$ cat src/shared/ctr_pkg.sv
// shared constants for the counter timebase and its processor end
package ctr_pkg;

    // ------------------------------------------------------------
    // register selection on the byte bus
    // ------------------------------------------------------------
    localparam logic [1:0] REG_LOW  = 2'h0;
    localparam logic [1:0] REG_HIGH = 2'h1;
    localparam logic [1:0] REG_MODE = 2'h2;

    // ------------------------------------------------------------
    // array_mode_register fields
    // ------------------------------------------------------------
    localparam int unsigned MD_IDLE_SUSPEND = 7;
    localparam int unsigned MD_WDOG_ENABLE  = 6;
    localparam int unsigned MD_OVF_FLAG     = 5;
    localparam int unsigned MD_TB_MSB       = 3;
    localparam int unsigned MD_TB_LSB       = 1;
    localparam int unsigned MD_IRQ_ENABLE   = 0;
    localparam logic [7:0]  MODE_RESET      = 8'h40;

    // ------------------------------------------------------------
    // timebase_select codes
    // ------------------------------------------------------------
    localparam logic [2:0] TB_DIV12   = 3'h0;
    localparam logic [2:0] TB_DIV4    = 3'h1;
    localparam logic [2:0] TB_TMR_OVF = 3'h2;
    localparam logic [2:0] TB_EXT_IN  = 3'h3;
    localparam logic [2:0] TB_SYSCLK  = 3'h4;
    localparam logic [2:0] TB_OSC_DIV = 3'h5;

    // ------------------------------------------------------------
    // divider counts
    // ------------------------------------------------------------
    localparam logic [3:0] DIV12_LAST = 4'hb;
    localparam logic [1:0] DIV4_LAST  = 2'h3;
    localparam logic [2:0] OSC_LAST   = 3'h7;

    // ------------------------------------------------------------
    // host command opcodes
    // ------------------------------------------------------------
    localparam logic [1:0] OP_RD   = 2'h0;
    localparam logic [1:0] OP_WR   = 2'h1;
    localparam logic [1:0] OP_RD16 = 2'h2;

endpackage

$ cat src/shared/ctr_bus_if.sv
// byte-wide register bus between processor end and counter array
`timescale 1ns/1ps
interface ctr_bus_if;
    logic [1:0] addr;
    logic       rd;
    logic       wr;
    logic [7:0] wdata;
    logic [7:0] rdata;
    logic       irq_req;
    logic       idle_mode;

    modport dev (
        input  addr,
        input  rd,
        input  wr,
        input  wdata,
        input  idle_mode,
        output rdata,
        output irq_req
    );

    modport host (
        output addr,
        output rd,
        output wr,
        output wdata,
        output idle_mode,
        input  rdata,
        input  irq_req
    );
endinterface

$ cat src/ctr_sync.sv
// three-stage pin synchroniser with stable-level edge pulses
`timescale 1ns/1ps
module ctr_sync (
    input  wire logic clk,
    input  wire logic rst,
    input  wire logic pin,
    output logic      level,
    output logic      fall,
    output logic      rise
);
    logic s1_q;
    logic s2_q;
    logic s3_q;
    logic lvl_q;
    logic lvl_d;

    always_ff @(posedge clk or posedge rst) begin
        if (rst) begin
            s1_q <= 1'b0;
            s2_q <= 1'b0;
            s3_q <= 1'b0;
        end else begin
            s1_q <= pin;
            s2_q <= s1_q;
            s3_q <= s2_q;
        end
    end

    // a change counts only once stages two and three agree
    always_comb begin
        lvl_d = (s2_q == s3_q) ? s3_q : lvl_q;
    end

    always_ff @(posedge clk or posedge rst) begin
        if (rst) begin
            lvl_q <= 1'b0;
            fall  <= 1'b0;
            rise  <= 1'b0;
        end else begin
            lvl_q <= lvl_d;
            fall  <= lvl_q & ~lvl_d;
            rise  <= ~lvl_q & lvl_d;
        end
    end

    assign level = lvl_q;
endmodule

$ cat src/ctr_dev.sv
// counter array timebase: 16-bit counter, snapshot, overflow, mode
//
// Overview of operation
// - 16-bit counter seen as two bytes
// - low-byte read snapshots high byte for next
// - software reads low byte before high byte
// - reads never disturb counting
// - three-bit selector picks six count sources
// - external input edges at most sysclk/4
// - divided oscillator resynchronised to system clock
// - wrap from all ones sets overflow flag
// - interrupt request only when enable set
// - flag stays set until software clears
// - processor needs global and array enables
// - suspend bit zero keeps counting in idle
// - count shared to three capture/compare modules
// - reset starts watchdog, restricts register writes
`timescale 1ns/1ps
module ctr_dev (
    input  wire logic              clk,
    input  wire logic              rst,
    ctr_bus_if.dev                 bus,
    input  wire logic              ext_count_in,
    input  wire logic              ext_osc_in,
    input  wire logic              timer_ovf,
    output logic [15:0]            count_value,
    output logic [2:0][15:0]       module_count,
    output logic                   wdog_active
);

    // ------------------------------------------------------------
    // state
    // ------------------------------------------------------------
    logic [15:0] cnt_q;
    logic [7:0]  snap_q;
    logic        snap_valid_q;
    logic [7:0]  rdata_q;
    logic [3:0]  div12_q;
    logic [1:0]  div4_q;
    logic [2:0]  osc_div_q;
    logic        idle_susp_q;
    logic        wdog_q;
    logic        ovf_q;
    logic [2:0]  tb_sel_q;
    logic        irq_en_q;

    logic        eci_fall;
    logic        osc_rise;
    logic        tick12;
    logic        tick4;
    logic        osc_tick;
    logic        tb_tick;
    logic        run;
    logic        inc;
    logic        ovf_set;
    logic        wr_low;
    logic        wr_high;
    logic        wr_mode;
    logic        rd_low;
    logic        rd_high;
    logic [7:0]  mode_view;

    // ------------------------------------------------------------
    // bus decode
    // ------------------------------------------------------------
    assign wr_low  = bus.wr && bus.addr == ctr_pkg::REG_LOW;
    assign wr_high = bus.wr && bus.addr == ctr_pkg::REG_HIGH;
    assign wr_mode = bus.wr && bus.addr == ctr_pkg::REG_MODE;
    assign rd_low  = bus.rd && bus.addr == ctr_pkg::REG_LOW;
    assign rd_high = bus.rd && bus.addr == ctr_pkg::REG_HIGH;

    // ------------------------------------------------------------
    // timebase sources
    // ------------------------------------------------------------
    // both pins are asynchronous, so each crosses three flops
    ctr_sync u_eci (
        .clk   (clk),
        .rst   (rst),
        .pin   (ext_count_in),
        .level (),
        .fall  (eci_fall),
        .rise  ()
    );

    ctr_sync u_osc (
        .clk   (clk),
        .rst   (rst),
        .pin   (ext_osc_in),
        .level (),
        .fall  (),
        .rise  (osc_rise)
    );

    always_ff @(posedge clk or posedge rst) begin
        if (rst) begin
            div12_q <= 4'h0;
        end else if (div12_q == ctr_pkg::DIV12_LAST) begin
            div12_q <= 4'h0;
        end else begin
            div12_q <= div12_q + 4'h1;
        end
    end

    always_ff @(posedge clk or posedge rst) begin
        if (rst) begin
            div4_q <= 2'h0;
        end else begin
            div4_q <= div4_q + 2'h1;
        end
    end

    // divide after the crossing so every eighth edge is one pulse
    always_ff @(posedge clk or posedge rst) begin
        if (rst) begin
            osc_div_q <= 3'h0;
        end else if (osc_rise) begin
            osc_div_q <= osc_div_q + 3'h1;
        end
    end

    assign tick12   = div12_q == ctr_pkg::DIV12_LAST;
    assign tick4    = div4_q == ctr_pkg::DIV4_LAST;
    assign osc_tick = osc_rise && osc_div_q == ctr_pkg::OSC_LAST;

    always_comb begin
        case (tb_sel_q)
            ctr_pkg::TB_DIV12:   tb_tick = tick12;
            ctr_pkg::TB_DIV4:    tb_tick = tick4;
            ctr_pkg::TB_TMR_OVF: tb_tick = timer_ovf;
            ctr_pkg::TB_EXT_IN:  tb_tick = eci_fall;
            ctr_pkg::TB_SYSCLK:  tb_tick = 1'b1;
            ctr_pkg::TB_OSC_DIV: tb_tick = osc_tick;
            default:             tb_tick = 1'b0;
        endcase
    end

    // ------------------------------------------------------------
    // counter
    // ------------------------------------------------------------
    assign run     = !(idle_susp_q && bus.idle_mode);
    assign inc     = tb_tick && run;
    // a byte write that beats the tick must not raise the flag
    assign ovf_set = inc && cnt_q == 16'hffff
                     && !((wr_low || wr_high) && !wdog_q);

    // byte writes win over a tick in the same cycle; reads never
    // touch this process
    always_ff @(posedge clk or posedge rst) begin
        if (rst) begin
            cnt_q <= 16'h0000;
        end else if (wr_low && !wdog_q) begin
            cnt_q[7:0] <= bus.wdata;
        end else if (wr_high && !wdog_q) begin
            cnt_q[15:8] <= bus.wdata;
        end else if (inc) begin
            cnt_q <= cnt_q + 16'h0001;
        end
    end

    // ------------------------------------------------------------
    // snapshot of the high byte
    // ------------------------------------------------------------
    always_ff @(posedge clk or posedge rst) begin
        if (rst) begin
            snap_q       <= 8'h00;
            snap_valid_q <= 1'b0;
        end else if (rd_low) begin
            snap_q       <= cnt_q[15:8];
            snap_valid_q <= 1'b1;
        end else if (rd_high) begin
            snap_valid_q <= 1'b0;
        end
    end

    // ------------------------------------------------------------
    // mode register
    // ------------------------------------------------------------
    // while the watchdog runs, only the watchdog, flag and enable
    // bits accept writes, so its timebase cannot be altered
    always_ff @(posedge clk or posedge rst) begin
        if (rst) begin
            idle_susp_q <= ctr_pkg::MODE_RESET[ctr_pkg::MD_IDLE_SUSPEND];
            wdog_q      <= ctr_pkg::MODE_RESET[ctr_pkg::MD_WDOG_ENABLE];
            tb_sel_q    <= ctr_pkg::MODE_RESET[ctr_pkg::MD_TB_MSB:
                                               ctr_pkg::MD_TB_LSB];
            irq_en_q    <= ctr_pkg::MODE_RESET[ctr_pkg::MD_IRQ_ENABLE];
        end else if (wr_mode) begin
            wdog_q   <= bus.wdata[ctr_pkg::MD_WDOG_ENABLE];
            irq_en_q <= bus.wdata[ctr_pkg::MD_IRQ_ENABLE];
            if (!wdog_q) begin
                idle_susp_q <= bus.wdata[ctr_pkg::MD_IDLE_SUSPEND];
                tb_sel_q    <= bus.wdata[ctr_pkg::MD_TB_MSB:
                                         ctr_pkg::MD_TB_LSB];
            end
        end
    end

    // hardware set wins over a software clear in the same cycle
    always_ff @(posedge clk or posedge rst) begin
        if (rst) begin
            ovf_q <= ctr_pkg::MODE_RESET[ctr_pkg::MD_OVF_FLAG];
        end else if (ovf_set) begin
            ovf_q <= 1'b1;
        end else if (wr_mode) begin
            ovf_q <= bus.wdata[ctr_pkg::MD_OVF_FLAG];
        end
    end

    // ------------------------------------------------------------
    // read data
    // ------------------------------------------------------------
    always_comb begin
        mode_view = 8'h00;
        mode_view[ctr_pkg::MD_IDLE_SUSPEND] = idle_susp_q;
        mode_view[ctr_pkg::MD_WDOG_ENABLE]  = wdog_q;
        mode_view[ctr_pkg::MD_OVF_FLAG]     = ovf_q;
        mode_view[ctr_pkg::MD_TB_MSB:ctr_pkg::MD_TB_LSB] = tb_sel_q;
        mode_view[ctr_pkg::MD_IRQ_ENABLE]   = irq_en_q;
    end

    always_ff @(posedge clk or posedge rst) begin
        if (rst) begin
            rdata_q <= 8'h00;
        end else if (bus.rd) begin
            case (bus.addr)
                ctr_pkg::REG_LOW:  rdata_q <= cnt_q[7:0];
                ctr_pkg::REG_HIGH: rdata_q <= snap_valid_q ? snap_q
                                              : cnt_q[15:8];
                ctr_pkg::REG_MODE: rdata_q <= mode_view;
                default:           rdata_q <= 8'h00;
            endcase
        end
    end

    assign bus.rdata   = rdata_q;
    assign bus.irq_req = ovf_q && irq_en_q;

    // ------------------------------------------------------------
    // count fan-out to the capture/compare modules
    // ------------------------------------------------------------
    genvar g;
    generate
        for (g = 0; g < 3; g++) begin : g_mod
            assign module_count[g] = cnt_q;
        end
    endgenerate

    assign count_value = cnt_q;
    assign wdog_active = wdog_q;

endmodule

$ cat src/flat_wrapper.sv
// flat-port wrapper written by rule: the top's interface ports become plain ports
module ctr_dev_flat 
  (clk, rst, ext_count_in, ext_osc_in, timer_ovf, count_value, module_count, wdog_active, bus_addr, bus_rd, bus_wr, bus_wdata, bus_idle_mode, bus_rdata, bus_irq_req);
  ctr_bus_if bus_i ();
  input  wire logic clk;
  input  wire logic rst;
  input  wire logic ext_count_in;
  input  wire logic ext_osc_in;
  input  wire logic timer_ovf;
  output logic [15:0] count_value;
  output logic [2:0][15:0] module_count;
  output logic wdog_active;
  input wire logic [$bits(bus_i.addr)-1:0] bus_addr;
  input wire logic [$bits(bus_i.rd)-1:0] bus_rd;
  input wire logic [$bits(bus_i.wr)-1:0] bus_wr;
  input wire logic [$bits(bus_i.wdata)-1:0] bus_wdata;
  input wire logic [$bits(bus_i.idle_mode)-1:0] bus_idle_mode;
  output wire logic [$bits(bus_i.rdata)-1:0] bus_rdata;
  output wire logic [$bits(bus_i.irq_req)-1:0] bus_irq_req;
  assign bus_i.addr = bus_addr;
  assign bus_i.rd = bus_rd;
  assign bus_i.wr = bus_wr;
  assign bus_i.wdata = bus_wdata;
  assign bus_i.idle_mode = bus_idle_mode;
  assign bus_rdata = bus_i.rdata;
  assign bus_irq_req = bus_i.irq_req;
  ctr_dev u_core (.clk(clk), .rst(rst), .bus(bus_i), .ext_count_in(ext_count_in), .ext_osc_in(ext_osc_in), .timer_ovf(timer_ovf), .count_value(count_value), .module_count(module_count), .wdog_active(wdog_active));
endmodule
$ cat config.mk
export PLATFORM = sky130hd
export DESIGN_NAME = ctr_dev_flat
export DESIGN_NICKNAME = d
export VERILOG_FILES = /design/src/shared/ctr_pkg.sv /design/src/shared/ctr_bus_if.sv /design/src/ctr_sync.sv /design/src/ctr_dev.sv /design/src/flat_wrapper.sv
export SDC_FILE = /design/constraint.sdc
export NUM_CORES = 1
export LEC_CHECK = 0
export BUFFER_PORTS_ARGS = -buffer_cell sky130_fd_sc_hd__buf_4
export CORE_ASPECT_RATIO = 0.5
export CORE_MARGIN = 4
export CORE_UTILIZATION = 52
export DETAILED_ROUTE_END_ITERATION = 16
export HOLD_SLACK_MARGIN = 0.08
export PLACE_DENSITY = 0.78
export SYNTH_ARGS = -nofsm -noshare
export SYNTH_HDL_FRONTEND = slang
export SYNTH_SLANG_ARGS = --single-unit
$ cat constraint.sdc
create_clock -name clk -period 2.6 [get_ports clk]
set_input_delay 0.52 -clock clk [delete_from_list [all_inputs] [get_ports clk]]
set_output_delay 0.52 -clock clk [all_outputs]
set_load 0.005 [all_outputs]
== Yosys cells after proc, flatten, opt, wreduce, memory -nomap -nowiden ==
Cells that the tools add are included.

* Register bits: 59
* Bits of input ports: 18
* Output and inout bits: 74
* Logic and storage cells: 88

* Add/sub/neg operators: 4
* Equality and inequality tests: 14
* Mux-type cells: 14
* Bitwise operators: 6
* Reductions and logical operators: 27

{| class="wikitable"
|+ Operator list
! operator !! count
|-
| $mux W8 || 4
|-
| $pmux W8 S3 || 1
|-
| $add A16 B1 Y16 const B || 1
|-
| $eq A16 B16 Y1 const B || 1
|-
| $mux W16 || 1
|-
| $logic_and A1 B1 Y1 || 14
|-
| $eq A3 B3 Y1 const B || 3
|-
| $reduce_bool A2 Y1 || 4
|-
| $eq A3 B2 Y1 const B || 2
|-
| $mux W1 || 6
|-
| $pmux W1 S6 || 1
|-
| $reduce_and A2 Y1 || 3
|-
| $add A4 B1 Y4 const B || 1
|-
| $eq A2 B2 Y1 const B || 2
|-
| $eq A4 B4 Y1 const B || 1
|-
| $mux W4 || 1
|-
| $not A1 Y1 || 4
|-
| $add A3 B1 Y3 const B || 1
|-
| $eq A3 B1 Y1 const B || 1
|-
| $logic_not A1 Y1 || 3
|-
| $logic_not A3 Y1 || 1
|-
| $add A2 B1 Y2 const B || 1
|-
| $and A1 B1 Y1 || 2
|-
| $eq A1 B1 Y1 || 2
|-
| 4 further kinds || 4
|}

== Logic depth before layout (Yosys ltp) ==
Gate-level depths: netlist of run 1.

* Word-level depth: 7
* Gate-level depth with buffers: 8
* Mapped depth without buffers: 7

== Modules after synthesis ==
A second synthesis of run 1 with hierarchy kept.

* Cells, all modules: 321
* Area total of the unflattened synthesis: 3314.4 um^2

{| class="wikitable"
|+ Modules (own cells, without submodules)
! module !! times used !! cells an instance !! area each (um^2) !! seq. area each (um^2)
|-
| ctr_dev || 1 || 301 || 2949.1 || 1227.4
|-
| ctr_sync || 2 || 10 || 182.7 || 150.1
|}

== Worst setup path after synthesis of run 1 ==
No wires, ideal clock.

* Kind: register to register
* Start point: register u_core.div12_q[0]
* End point: register u_core.cnt_q[5], in the netlist u_core.count_value[5]
* Setup time: 0.144 ns
* Arrival: 1.584 ns
* Data required time: 2.456 ns
* Path slack: 0.872 ns
* Stages on the path, launching flop included: 8
* Buffers on the path: 1
* Clock period less this slack: 1.728 ns
* Cells stage by stage: dfrtp_1 ha_1 nand4bb_4 a221oi_4 buf_6 nand4_1 xor2_1 o21ai_1

* Longest elaborated chain between the ends: 5

{| class="wikitable"
|+ RTL lines
! what !! RTL line !! source
|-
| from (decl) || ctr_dev.sv:38 || <nowiki>logic [3:0] div12_q;</nowiki>
|-
| from (signal assigned) || ctr_dev.sv:100 || <nowiki>div12_q <= div12_q + 4'h1;</nowiki>
|-
| $eq A4 B4 Y1 || ctr_dev.sv:121 || <nowiki>assign tick12 = div12_q == ctr_pkg::DIV12_LAST;</nowiki>
|-
| $pmux W1 S6 || ctr_dev.sv:126 || <nowiki>case (tb_sel_q)</nowiki>
|-
| $logic_and A1 B1 Y1 || ctr_dev.sv:141 || <nowiki>assign inc = tb_tick && run;</nowiki>
|-
| $reduce_bool A2 Y1 (no source line) || -- ||
|-
| $reduce_and A2 Y1 (no source line) || -- ||
|-
| to (signal assigned) || ctr_dev.sv:152 || <nowiki>cnt_q[7:0] <= bus.wdata;</nowiki>
|-
| to (signal assigned) || ctr_dev.sv:156 || <nowiki>cnt_q <= cnt_q + 16'h0001;</nowiki>
|-
| to (decl) || ctr_dev.sv:34 || <nowiki>logic [15:0] cnt_q;</nowiki>
|}

No other way between the ends.
A chain may end at the register's enable or synchronous reset.

== Worst setup path in the final report of run 1 ==
* Start point: register u_core.div12_q[0]
* End point: register u_core.cnt_q[9], in the netlist u_core.count_value[9]

Same word-level chain as after synthesis.

==> results of run 1 <==
cells in the mapped netlist (2+ instances only):
library cell  number  area [um^2]
a211oi_1           7         52.6
a21oi_1           13         65.1
and2_1             4         25.0
and3_1             3         18.8
buf_2              2         10.0
buf_4             48          360
clkbuf_1           7         26.3
dfrtp_1           58         1450
ha_1               5         62.6
inv_1              6         22.5
maj3_1             2         20.0
mux2_2            16          180
mux2i_1           11          110
nand2_1           31          116
nand2b_1           2         12.5
nand3_1            6         30.0
nand4_1           11         68.8
nor2_1            16         60.1
nor4_1             2         12.5
o21a_1             2         15.0
o21ai_0           12         60.1
o21ai_1            9         45.0
o221ai_1           2         17.5
o22ai_1            2         12.5
xor2_1            17          149
cell type report:
| type | instances | area, um^2 | area share, % |
|---|---|---|---|
| Sequential cell | 59 | 1480 | 38.1 |
| Multi-Input combinational cell | 183 | 1260 | 32.6 |
| Timing Repair Buffer | 95 | 726 | 18.7 |
| Clock buffer | 10 | 239 | 6.17 |
| Tap cell | 73 | 91.3 | 2.36 |
| Clock inverter | 6 | 55.1 | 1.42 |
| Inverter | 6 | 22.5 | 0.581 |
power by group through the flow:
stage	registers (mW)	logic, mW	clock network [mW]
after floorplan	1.41	0.962	0
after global placement	1.49	1.30	0
after detailed placement	1.51	1.33	0
after CTS	1.50	1.34	1.18
after global routing	1.55	1.45	1.24
final	1.50	1.32	1.16
flip-flops by register name, summed over array words and instances, names as in the netlist:
| signal | count |
|---|---|
| u_core.count_value | 16 |
| u_core.bus.rdata | 8 |
| u_core.snap_q | 8 |
| u_core.div12_q | 4 |
| u_core.osc_div_q | 3 |
| u_core.tb_sel_q | 3 |
| u_core.div4_q | 2 |
| u_core.idle_susp_q | 1 |
| u_core.irq_en_q | 1 |
| u_core.ovf_q | 1 |
| u_core.snap_valid_q | 1 |
| u_core.u_eci.fall | 1 |
| u_core.u_eci.level | 1 |
| u_core.u_eci.s1_q | 1 |
| u_core.u_eci.s2_q | 1 |
| u_core.u_eci.s3_q | 1 |
| u_core.u_osc.level | 1 |
| u_core.u_osc.rise | 1 |
| u_core.u_osc.s1_q | 1 |
| u_core.u_osc.s2_q | 1 |
| u_core.u_osc.s3_q | 1 |
| u_core.wdog_active | 1 |
worst max-delay path, cell delays in order, from the launching register on:
cell	delay [ps]
dfrtp_1	370
ha_1	290
nand4bb_4	140
a221oi_4	660
nand4_1	220
xor2_1	190
o21ai_0	180
routing by layer:
| layer | GRT usage, % | wire length, um |
|---|---|---|
| met5 | 0 | 0 |
| met4 | 7.15 | 89 |
| met3 | 7.33 | 494 |
| met2 | 33.1 | 3590 |
| met1 | 28.0 | 3330 |
cell usage in the layout, fill, tap and decap left out, drive strengths merged, types with 7 or more instances in the layout:
| master | count |
|---|---|
| mux2i | 11 |
| mux2 | 16 |
| clkbuf | 10 |
| o21ai | 21 |
| nand4 | 11 |
| a211oi | 7 |
| xor2 | 17 |
| a21oi | 13 |
| nand2 | 31 |
| buf | 95 |
| nor2 | 16 |
| dfrtp | 58 |
cell families after synthesis:
logic type | count (synthesis)
simple gates | 81
buf+inv | 64
flops | 59
compound gates | 51
mux | 27
xor+xnor | 17
fa+ha+maj | 7
per-stage QoR:
step | utilization (%) | hold WS, ps
3_5_place_dp | 63.0 | 336
4_1_cts | 68.2 | 248
5_1_grt | 68.2 | 284
3_3_place_gp | 63.0 | 332
6_report | 68.2 | 239
2_1_floorplan | - | 331
worst min-delay path by stage:
stage	endpoint	slack, ps	cells past startpoint
6_report	u_core.div12_q[3]$_DFF_PP0_	240	2
5_1_grt	u_core.u_eci.s1_q$_DFF_PP0_	280	1
4_1_cts	u_core.osc_div_q[0]$_DFFE_PP0P_	250	2
2_1_floorplan	u_core.u_eci.s2_q$_DFF_PP0_	330	0
3_5_place_dp	u_core.u_osc.s2_q$_DFF_PP0_	340	0
3_3_place_gp	u_core.u_eci.s2_q$_DFF_PP0_	330	0
==> flow_summary.ini, run 1 <==
[run_status]
status = completed

[pwr]
p_int_mw = 2.68
power_frac_comb_pct = 33.2
switching_share_pct = 32.7
p_clk_share_pct = 29.1
power_switching_mw = 1.30
ir_drop_uv = 718
power_density_nw_per_um2 = 1030
leakage_nw = 1.77
share_seq_of_total_power_pct = 37.7
power_mw = 3.98

[job]
max_cap_viol_count = 0

[synth]
synth_nets = 329
yosys_warnings = 0
synth_fa_ha_area_share_pct = 2.61
synthCells = 306
synth_compound_area_share_pct = 10.0
synthMuxAreaShare_pct = 9.17
ys_seq_elements = 59
synthDistinctLibCells = 37
seq_area_frac_synth_pct = 46.7
avgSynthCellArea_um2 = 10.3
yosys.area_share.simple_pct = 13.2
synth_ff_type = dfrtp_1
synth_top_family_by_area = buffers and inverters
synthArstFlopShare_pct = 100
synth_edf_count = 0
synth_xor_area_share_pct = 4.70
syn_area_um2 = 3170

[route]
routed_wl_um = 7500
drc = 0
final_antenna_net_count = 0
via_per_inst = 5.49
firstDrtPassIters = 4
wl_per_cell_um = 17.4
vias = 2373
drtIter0Drc = 229

[floorplan]
start_util_pct = 55.7
rows = 19
die-height_um = 63.2
die_x_um = 118
core_um2 = 5680
num_io_pins = 92
die_area_um2 = 7480

[sta]
finalHoldViolations = 0
setup_ws_ps = 443
min_period_over_period_pct = 83.0
setup_viol = 0
finalSetupTns_ps = 0
maxSlewHeadroom_pct = 52.9
worstMarginPinSlew_ps = 707
min_period_ps = 2160
fin_worst_skew_ps = 3.65
fmax_mhz = 464
rsz0062_at_grt = false
drv_slew = 0

[worst_setup_path]
worstPathRequired_ps = 2840
crit_path_start_kind = register
critical_path_class = register to register
cp-endpoint = u_core.count_value[9]$_DFFE_PP0P_
regToRegSetupSlack_ps = 440
rr_endpoint = u_core.count_value[9]$_DFFE_PP0P_
cp_max_fo = 16
endpoint_kind = register
r2r_start = u_core.div12_q[0]$_DFF_PP0_
worstPathArrival_ps = 2390
crit_path_start = u_core.div12_q[0]$_DFF_PP0_
r2r_cells = 6

[global_route]
grt_pass1_wl_um = 12400
gr-total-overflow = 0
grt_use_total_pct = 21.3
antenna_found_initial = 0
grt_pass1_vias = 2370
grt_max_degree = 36

[cells_and_area]
syn2layout_area_growth_pct = 22.4
n_fill_cell = 427
drive_gt1_share_pct = 37.0
stdcell_count = 432
nNetsFinal = 377
n_antenna_cell = 0
fin_area_um2 = 3870

[clock_tree]
cts_setup_buffers = 0
cts.clk_slew.worst_paths_ps = 50
clock_latency_ps = 330
numCtsBuffers = 9
cts_sinks = 59
cts_tree = built
clockBufferDepth = 2
cts_hold_buf = 0
cts-root-buf = clkbuf_16
htreeDepth = 3
cts_resized = 0

[placement]
dp_cells = 416
place_ws_ps = 477
post_dp_cell_area_um2 = 3580
portBuffers = 91
place_congestion = 0.901
dp_hpwl_um = 5430

[min_path]
hp-class = input port to async pin
No activity file was read; power rests on OpenSTA's default activity.
==> inputs of run 2 (changes only) <==
==> constraint.sdc (replaced) <==
create_clock -name clk -period 2.1 [get_ports clk]
set_input_delay 0.42 -clock clk [delete_from_list [all_inputs] [get_ports clk]]
set_output_delay 0.42 -clock clk [all_outputs]
set_load 0.005 [all_outputs]
==> run 2 against run 1 <==
Effect of this change:
- maximum frequency is 13% higher
- sequential share of layout area is 0.55 points lower
- sequential power grew 17%
- total power increased by 25%
- largest cell class unchanged
- via count up 2.0%
- utilization grew 0.99 points
- count of clock-buffer cells in the layout unchanged
- hold slack lost 78 ps
- largest power group is now combinational cells
==> flow_summary.ini, run 2 (synthesis results as in run 1) <==
[placement]
portBuffers = 91
place_congestion = 0.963
dp_hpwl_um = 5450
place_ws_ps = 216

[floorplan]
die_x_um = 118
start_util_pct = 55.7
core_um2 = 5680
die_area_um2 = 7480
die-height_um = 63.2
rows = 19
num_io_pins = 92

[sta]
finalHoldViolations = 0
min_period_ps = 1910
holdWs_ps = 161
fmax_mhz = 524
finalSetupTns_ps = 0
setup_ws_ps = 193
drv_slew = 0
fin_worst_skew_ps = 7.58
worstMarginPinSlew_ps = 556
rsz0062_at_grt = false
maxSlewHeadroom_pct = 63.0
setup_viol = 0
min_period_over_period_pct = 90.8

[pwr]
leakage_nw = 1.79
power_density_nw_per_um2 = 1270
ir_drop_uv = 512

[route]
vias = 2421
drc = 0
routed_wl_um = 7520
via_per_inst = 5.51
drtIter0Drc = 233
wl_per_cell_um = 17.1
final_antenna_net_count = 0
firstDrtPassIters = 4

[cells_and_area]
multi_input_area_um2 = 1270
drive_gt1_share_pct = 38.3
largest_register_ffs = 16
nNetsFinal = 385
seq_area_um2 = 1480
syn2layout_area_growth_pct = 24.2
final_cell_mix = 102 x buf_4, 58 x dfrtp_1, 31 x nand2_1
layout_commonest_cell = buf_4
fin_util_pct = 69.2
n_fill_cell = 436
n_antenna_cell = 0

[global_route]
grt_max_degree = 60
grt_pass1_vias = 2420
grt_use_total_pct = 21.4
antenna_found_initial = 0
gr-total-overflow = 0
grt_pass1_wl_um = 12600

[worst_setup_path]
worstPathArrival_ps = 2140
path_delay_family = compound AO/OA/AOI/OAI gates
cp_max_fo = 16
endpoint_kind = register
critical_path_class = register to register
worst-path-buf-inv = 1
critPathMaxStageDelay_ps = 380
worstSetupPathDepth = 7
worstPathRequired_ps = 2330
cpMaxStageDelayCell = dfrtp_1
r2r_cells = 7
crit_path_start_kind = register
path_cells = ha_1 -> nand4bb_4 -> a221oi_4 -> buf_4 -> nand4_1 -> xor2_1 -> o21ai_0

[clock_tree]
cts-root-buf = clkbuf_16
cts_setup_buffers = 0
clock_latency_ps = 320
cts.clk_slew.worst_paths_ps = 50
cts_sinks = 59
cts_tree = built
clockBufferDepth = 2
htreeDepth = 3
numCtsBuffers = 9

[min_path]
hp-class = input port to async pin

[job]
max_cap_viol_count = 0

[run_status]
status = completed
## run 2: path summary, 6_finish.rpt
| kind | from | end | slack (ps) |
|---|---|---|---|
| min in group clk | ext_count_in | u_core.u_eci.s1_q$_DFF_PP0_ | 200 |
| worst min-delay path | rst | u_core.osc_div_q[2]$_DFFE_PP0P_ | 160 |
| worst max-delay path | u_core.div12_q[0]$_DFF_PP0_ | u_core.count_value[9]$_DFFE_PP0P_ | 190 |
| worst max register to register | u_core.div12_q[0]$_DFF_PP0_ | u_core.count_value[9]$_DFFE_PP0P_ | 190 |
| max in group asynchronous | rst | u_core.wdog_active$_DFFE_PP1P_ | 1630 |
| worst min register to register | u_core.u_osc.s1_q$_DFF_PP0_ | u_core.u_osc.s2_q$_DFF_PP0_ | 350 |
## run 2: power by group
part	internal, mW	total, mW	leakage [nW]	switching [mW]
sequential	1.43	1.76	0.703	0.339
clock	0.905	1.39	0.134	0.489
combinational	1.02	1.83	0.953	0.802
## run 2: cell type report
type                    instances  area share [%]
well taps                      73            2.32
clock buffers                  10            5.82
inverters                       6           0.573
repair buffers                103            20.0
flip-flops and latches         59            37.6
clock inverters                 5            1.40
multi-input cells             183            32.3
## run 2: metal layers
metal	track usage, %	share of wire (%)	vias up
li1	-	-	1133
met1	28.6	45	1190
met2	33.8	48	88
met3	5.45	5.9	10
met4	7.74	1.0	0
met5	0	0	-
## run 2: what timing repair did
item	in CTS	in global routing
hold buffers	0	0
gates resized for setup	0	1
setup endpoints to repair	0	1
## run 2: stage by stage
stage / power (mW) / cells / area [um^2]
3_3_place_gp: 3.55 / 424 / 3640
6_report: 4.98 / 439 / 3930
2_1_floorplan: 2.94 / 306 / 3170
4_1_cts: 5.02 / 439 / 3930
5_1_grt: 5.31 / 439 / 3930
3_5_place_dp: 3.60 / 424 / 3640
## run 2: tightest hold or removal path: stages
cell	delay (ps)
buf_4	110
inv_2	50
buf_12	280
==> inputs of run 3 (changes only) <==
--- a/config.mk
+++ b/config.mk
@@ -5,10 +5,11 @@
 export SDC_FILE = /design/constraint.sdc
 export NUM_CORES = 1
 export LEC_CHECK = 0
+export ABC_AREA = 1
 export BUFFER_PORTS_ARGS = -buffer_cell sky130_fd_sc_hd__buf_4
 export CORE_ASPECT_RATIO = 0.5
 export CORE_MARGIN = 4
-export CORE_UTILIZATION = 52
+export CORE_UTILIZATION = 53
 export DETAILED_ROUTE_END_ITERATION = 16
 export HOLD_SLACK_MARGIN = 0.08
 export PLACE_DENSITY = 0.78
==> run 3 against run 2 <==
Effect of this change:
- die area up 5.5%
- via count rose by 19%
- non-clock buffer count down 9
- area after synthesis is 8.2% higher
- sequential cell count is the same
- critical path type unchanged
- largest power group is now sequential cells
==> flow_summary.ini, run 3 <==
[synth]
yosys_warnings = 0
synth_edf_count = 0
seq_area_frac_synth_pct = 43.1
syn_area_um2 = 3420
synthCells = 437
yosysMostFrequentCell = nand2_1
synth_top_area_share_pct = 42.4
synthArstFlopShare_pct = 100
synth_nets = 460
synthDistinctLibCells = 29
synth_ff_type = dfrtp_1
synth_area_leaders = dfrtp_1 42%, nand2_1 16%, buf_4 11%
yosysTopAreaCell = dfrtp_1
avgSynthCellArea_um2 = 7.84
ys_seq_elements = 59
synth_commonest_cells = 148 x nand2_1, 58 x dfrtp_1, 48 x buf_4

[pwr]
power_frac_comb_pct = 33.7
power_density_nw_per_um2 = 1260
power_switching_mw = 1.76
switching_share_pct = 33.7
ir_drop_uv = 737
share_seq_of_total_power_pct = 36.2
leakage_nw = 2.22
p_int_mw = 3.48
p_clk_share_pct = 30.1
power_mw = 5.24

[floorplan]
rows = 20
core_um2 = 6160
start_util_pct = 55.6
die_x_um = 122
die-height_um = 64.8
num_io_pins = 92
die_area_um2 = 7890

[min_path]
hp-class = input port to async pin

[cells_and_area]
stdcell_count = 580
largest_register_ffs = 16
layout_commonest_cell = nand2_1
nNetsFinal = 510
n_antenna_cell = 0
fin_util_pct = 67.6
drive_gt1_share_pct = 26.4
syn2layout_area_growth_pct = 21.6
final_cell_mix = 148 x nand2_1, 93 x buf_4, 58 x dfrtp_1
n_fill_cell = 552

[route]
wl_met3_um = 839
wl_per_cell_um = 14.2
drc = 0
via_per_inst = 4.95
drtIter0Drc = 150
drt-met1-wl_um = 3660
firstDrtPassIters = 6
final_antenna_net_count = 0
top_layer_used = met4
vias = 2873
dr_wl_met2_um = 3670
routed_wl_um = 8250

[worst_setup_path]
cp_max_fo = 15
worstPathArrival_ps = 1990
path_cells = inv_1 -> nand2_1 -> inv_1 -> nand2_2 -> nand2_1 -> nand2_2 -> nand2_1 -> o21ai_1
critical_path_class = register to register
cp_common_cell = nand2_1
crit_path_start_kind = register
critPathMaxStageDelay_ps = 560
worstPathRequired_ps = 2350
endpoint_kind = register
cpMaxStageDelayCell = dfstp_2

[sta]
finalHoldViolations = 0
min_period_ps = 1740
fin_worst_skew_ps = 7.23
worstMarginPinSlew_ps = 528
min_period_over_period_pct = 82.9
drv_slew = 0
fmax_mhz = 574
maxSlewHeadroom_pct = 64.7
setup_ws_ps = 359
rsz0062_at_grt = false
setup_viol = 0
finalSetupTns_ps = 0

[run_status]
status = completed

[placement]
place_ws_ps = 376
dp_hpwl_um = 6310
portBuffers = 91
dp_cells = 564
place_congestion = 0.949

[clock_tree]
cts_resized = 0
cts-root-buf = clkbuf_16
cts_hold_buf = 0
cts_tree = built
clock_latency_ps = 330
clockBufferDepth = 2
cts_sinks = 59
htreeDepth = 3
numCtsBuffers = 9
cts.clk_slew.worst_paths_ps = 50
cts_setup_buffers = 0

[global_route]
antenna_found_initial = 0
grt_pass1_wl_um = 12800
grt_pass1_vias = 2574
gr-total-overflow = 0
grt_use_total_pct = 21.6
grt_max_degree = 28

[job]
max_cap_viol_count = 0
run 3: cell count changes after synthesis, moves of 6 or more:
cell / delta
a211oi_1: -7
inv_1: +25
mux2_2: -14
mux2i_1: -7
nand2_1: +117
nand3_1: +14
nor2_1: +9
o21ai_0: +16
o21ai_1: +6
xor2_1: -12
run 3: layout make-up:
cell class                      count  area, um^2  area share (%)
Clock buffer                       11         253            6.07
Inverter                           36         135            3.25
Sequential cell                    59        1480            35.5
Timing Repair Buffer               94         718            17.3
Tap cell                           88         110            2.65
Multi-Input combinational cell    287        1390            33.5
Clock inverter                      5        75.1            1.80
run 3: path summary, 6_finish.rpt:
path	end	cells past startpoint	slack, ps	startpoint
setup / recovery	u_core.count_value[1]$_DFFE_PP0P_	8	360	u_core.wdog_active$_DFFE_PP1P_
hold / removal	u_core.u_eci.s1_q$_DFF_PP0_	2	140	rst
setup reg to reg	u_core.count_value[1]$_DFFE_PP0P_	8	360	u_core.wdog_active$_DFFE_PP1P_
hold reg to reg	u_core.u_osc.s2_q$_DFF_PP0_	0	350	u_core.u_osc.s1_q$_DFF_PP0_
max in group asynchronous	u_core.wdog_active$_DFFE_PP1P_	3	1340	rst
min in group clk	u_core.u_eci.s1_q$_DFF_PP0_	1	200	ext_count_in
run 3: routing by layer:
layer	track usage [%]	up-vias
li1	-	1444
met1	29.1	1318
met2	31.5	102
met3	8.63	9
met4	7.96	0
met5	0	-
run 3: logic make-up after synthesis:
family          after synthesis  synth area share (%)
buf+inv                      91                  16.1
mux                           8                  2.48
fa+ha+maj                     7                  2.41
flops                        59                  43.1
compound gates               54                  7.89
xor+xnor                      5                  1.28
simple gates                213                  26.6
run 3: power groups by stage:
stage / clock network [mW] / logic, mW / registers, mW
after global routing: 1.65 / 1.97 / 1.96
after detailed placement: 0 / 1.78 / 1.90
after floorplan: 0 / 1.28 / 1.77
after global placement: 0 / 1.75 / 1.89
after CTS: 1.61 / 1.79 / 1.89
final: 1.58 / 1.77 / 1.90
run 3: critical path, delay by kind of cell, from the launching register on:
family	cells	cell delay (ps)
AO/OA/AOI/OAI	1	90
buffers and inverters	2	130
AND/OR/NAND/NOR	5	870
flip-flops	1	560
run 3: per-stage QoR:
stage	area (um^2)	hold slack, ps
floorplan	3420	331
global placement	3830	333
detailed placement	3830	339
CTS	4160	157
global route	4160	177
finish	4160	143
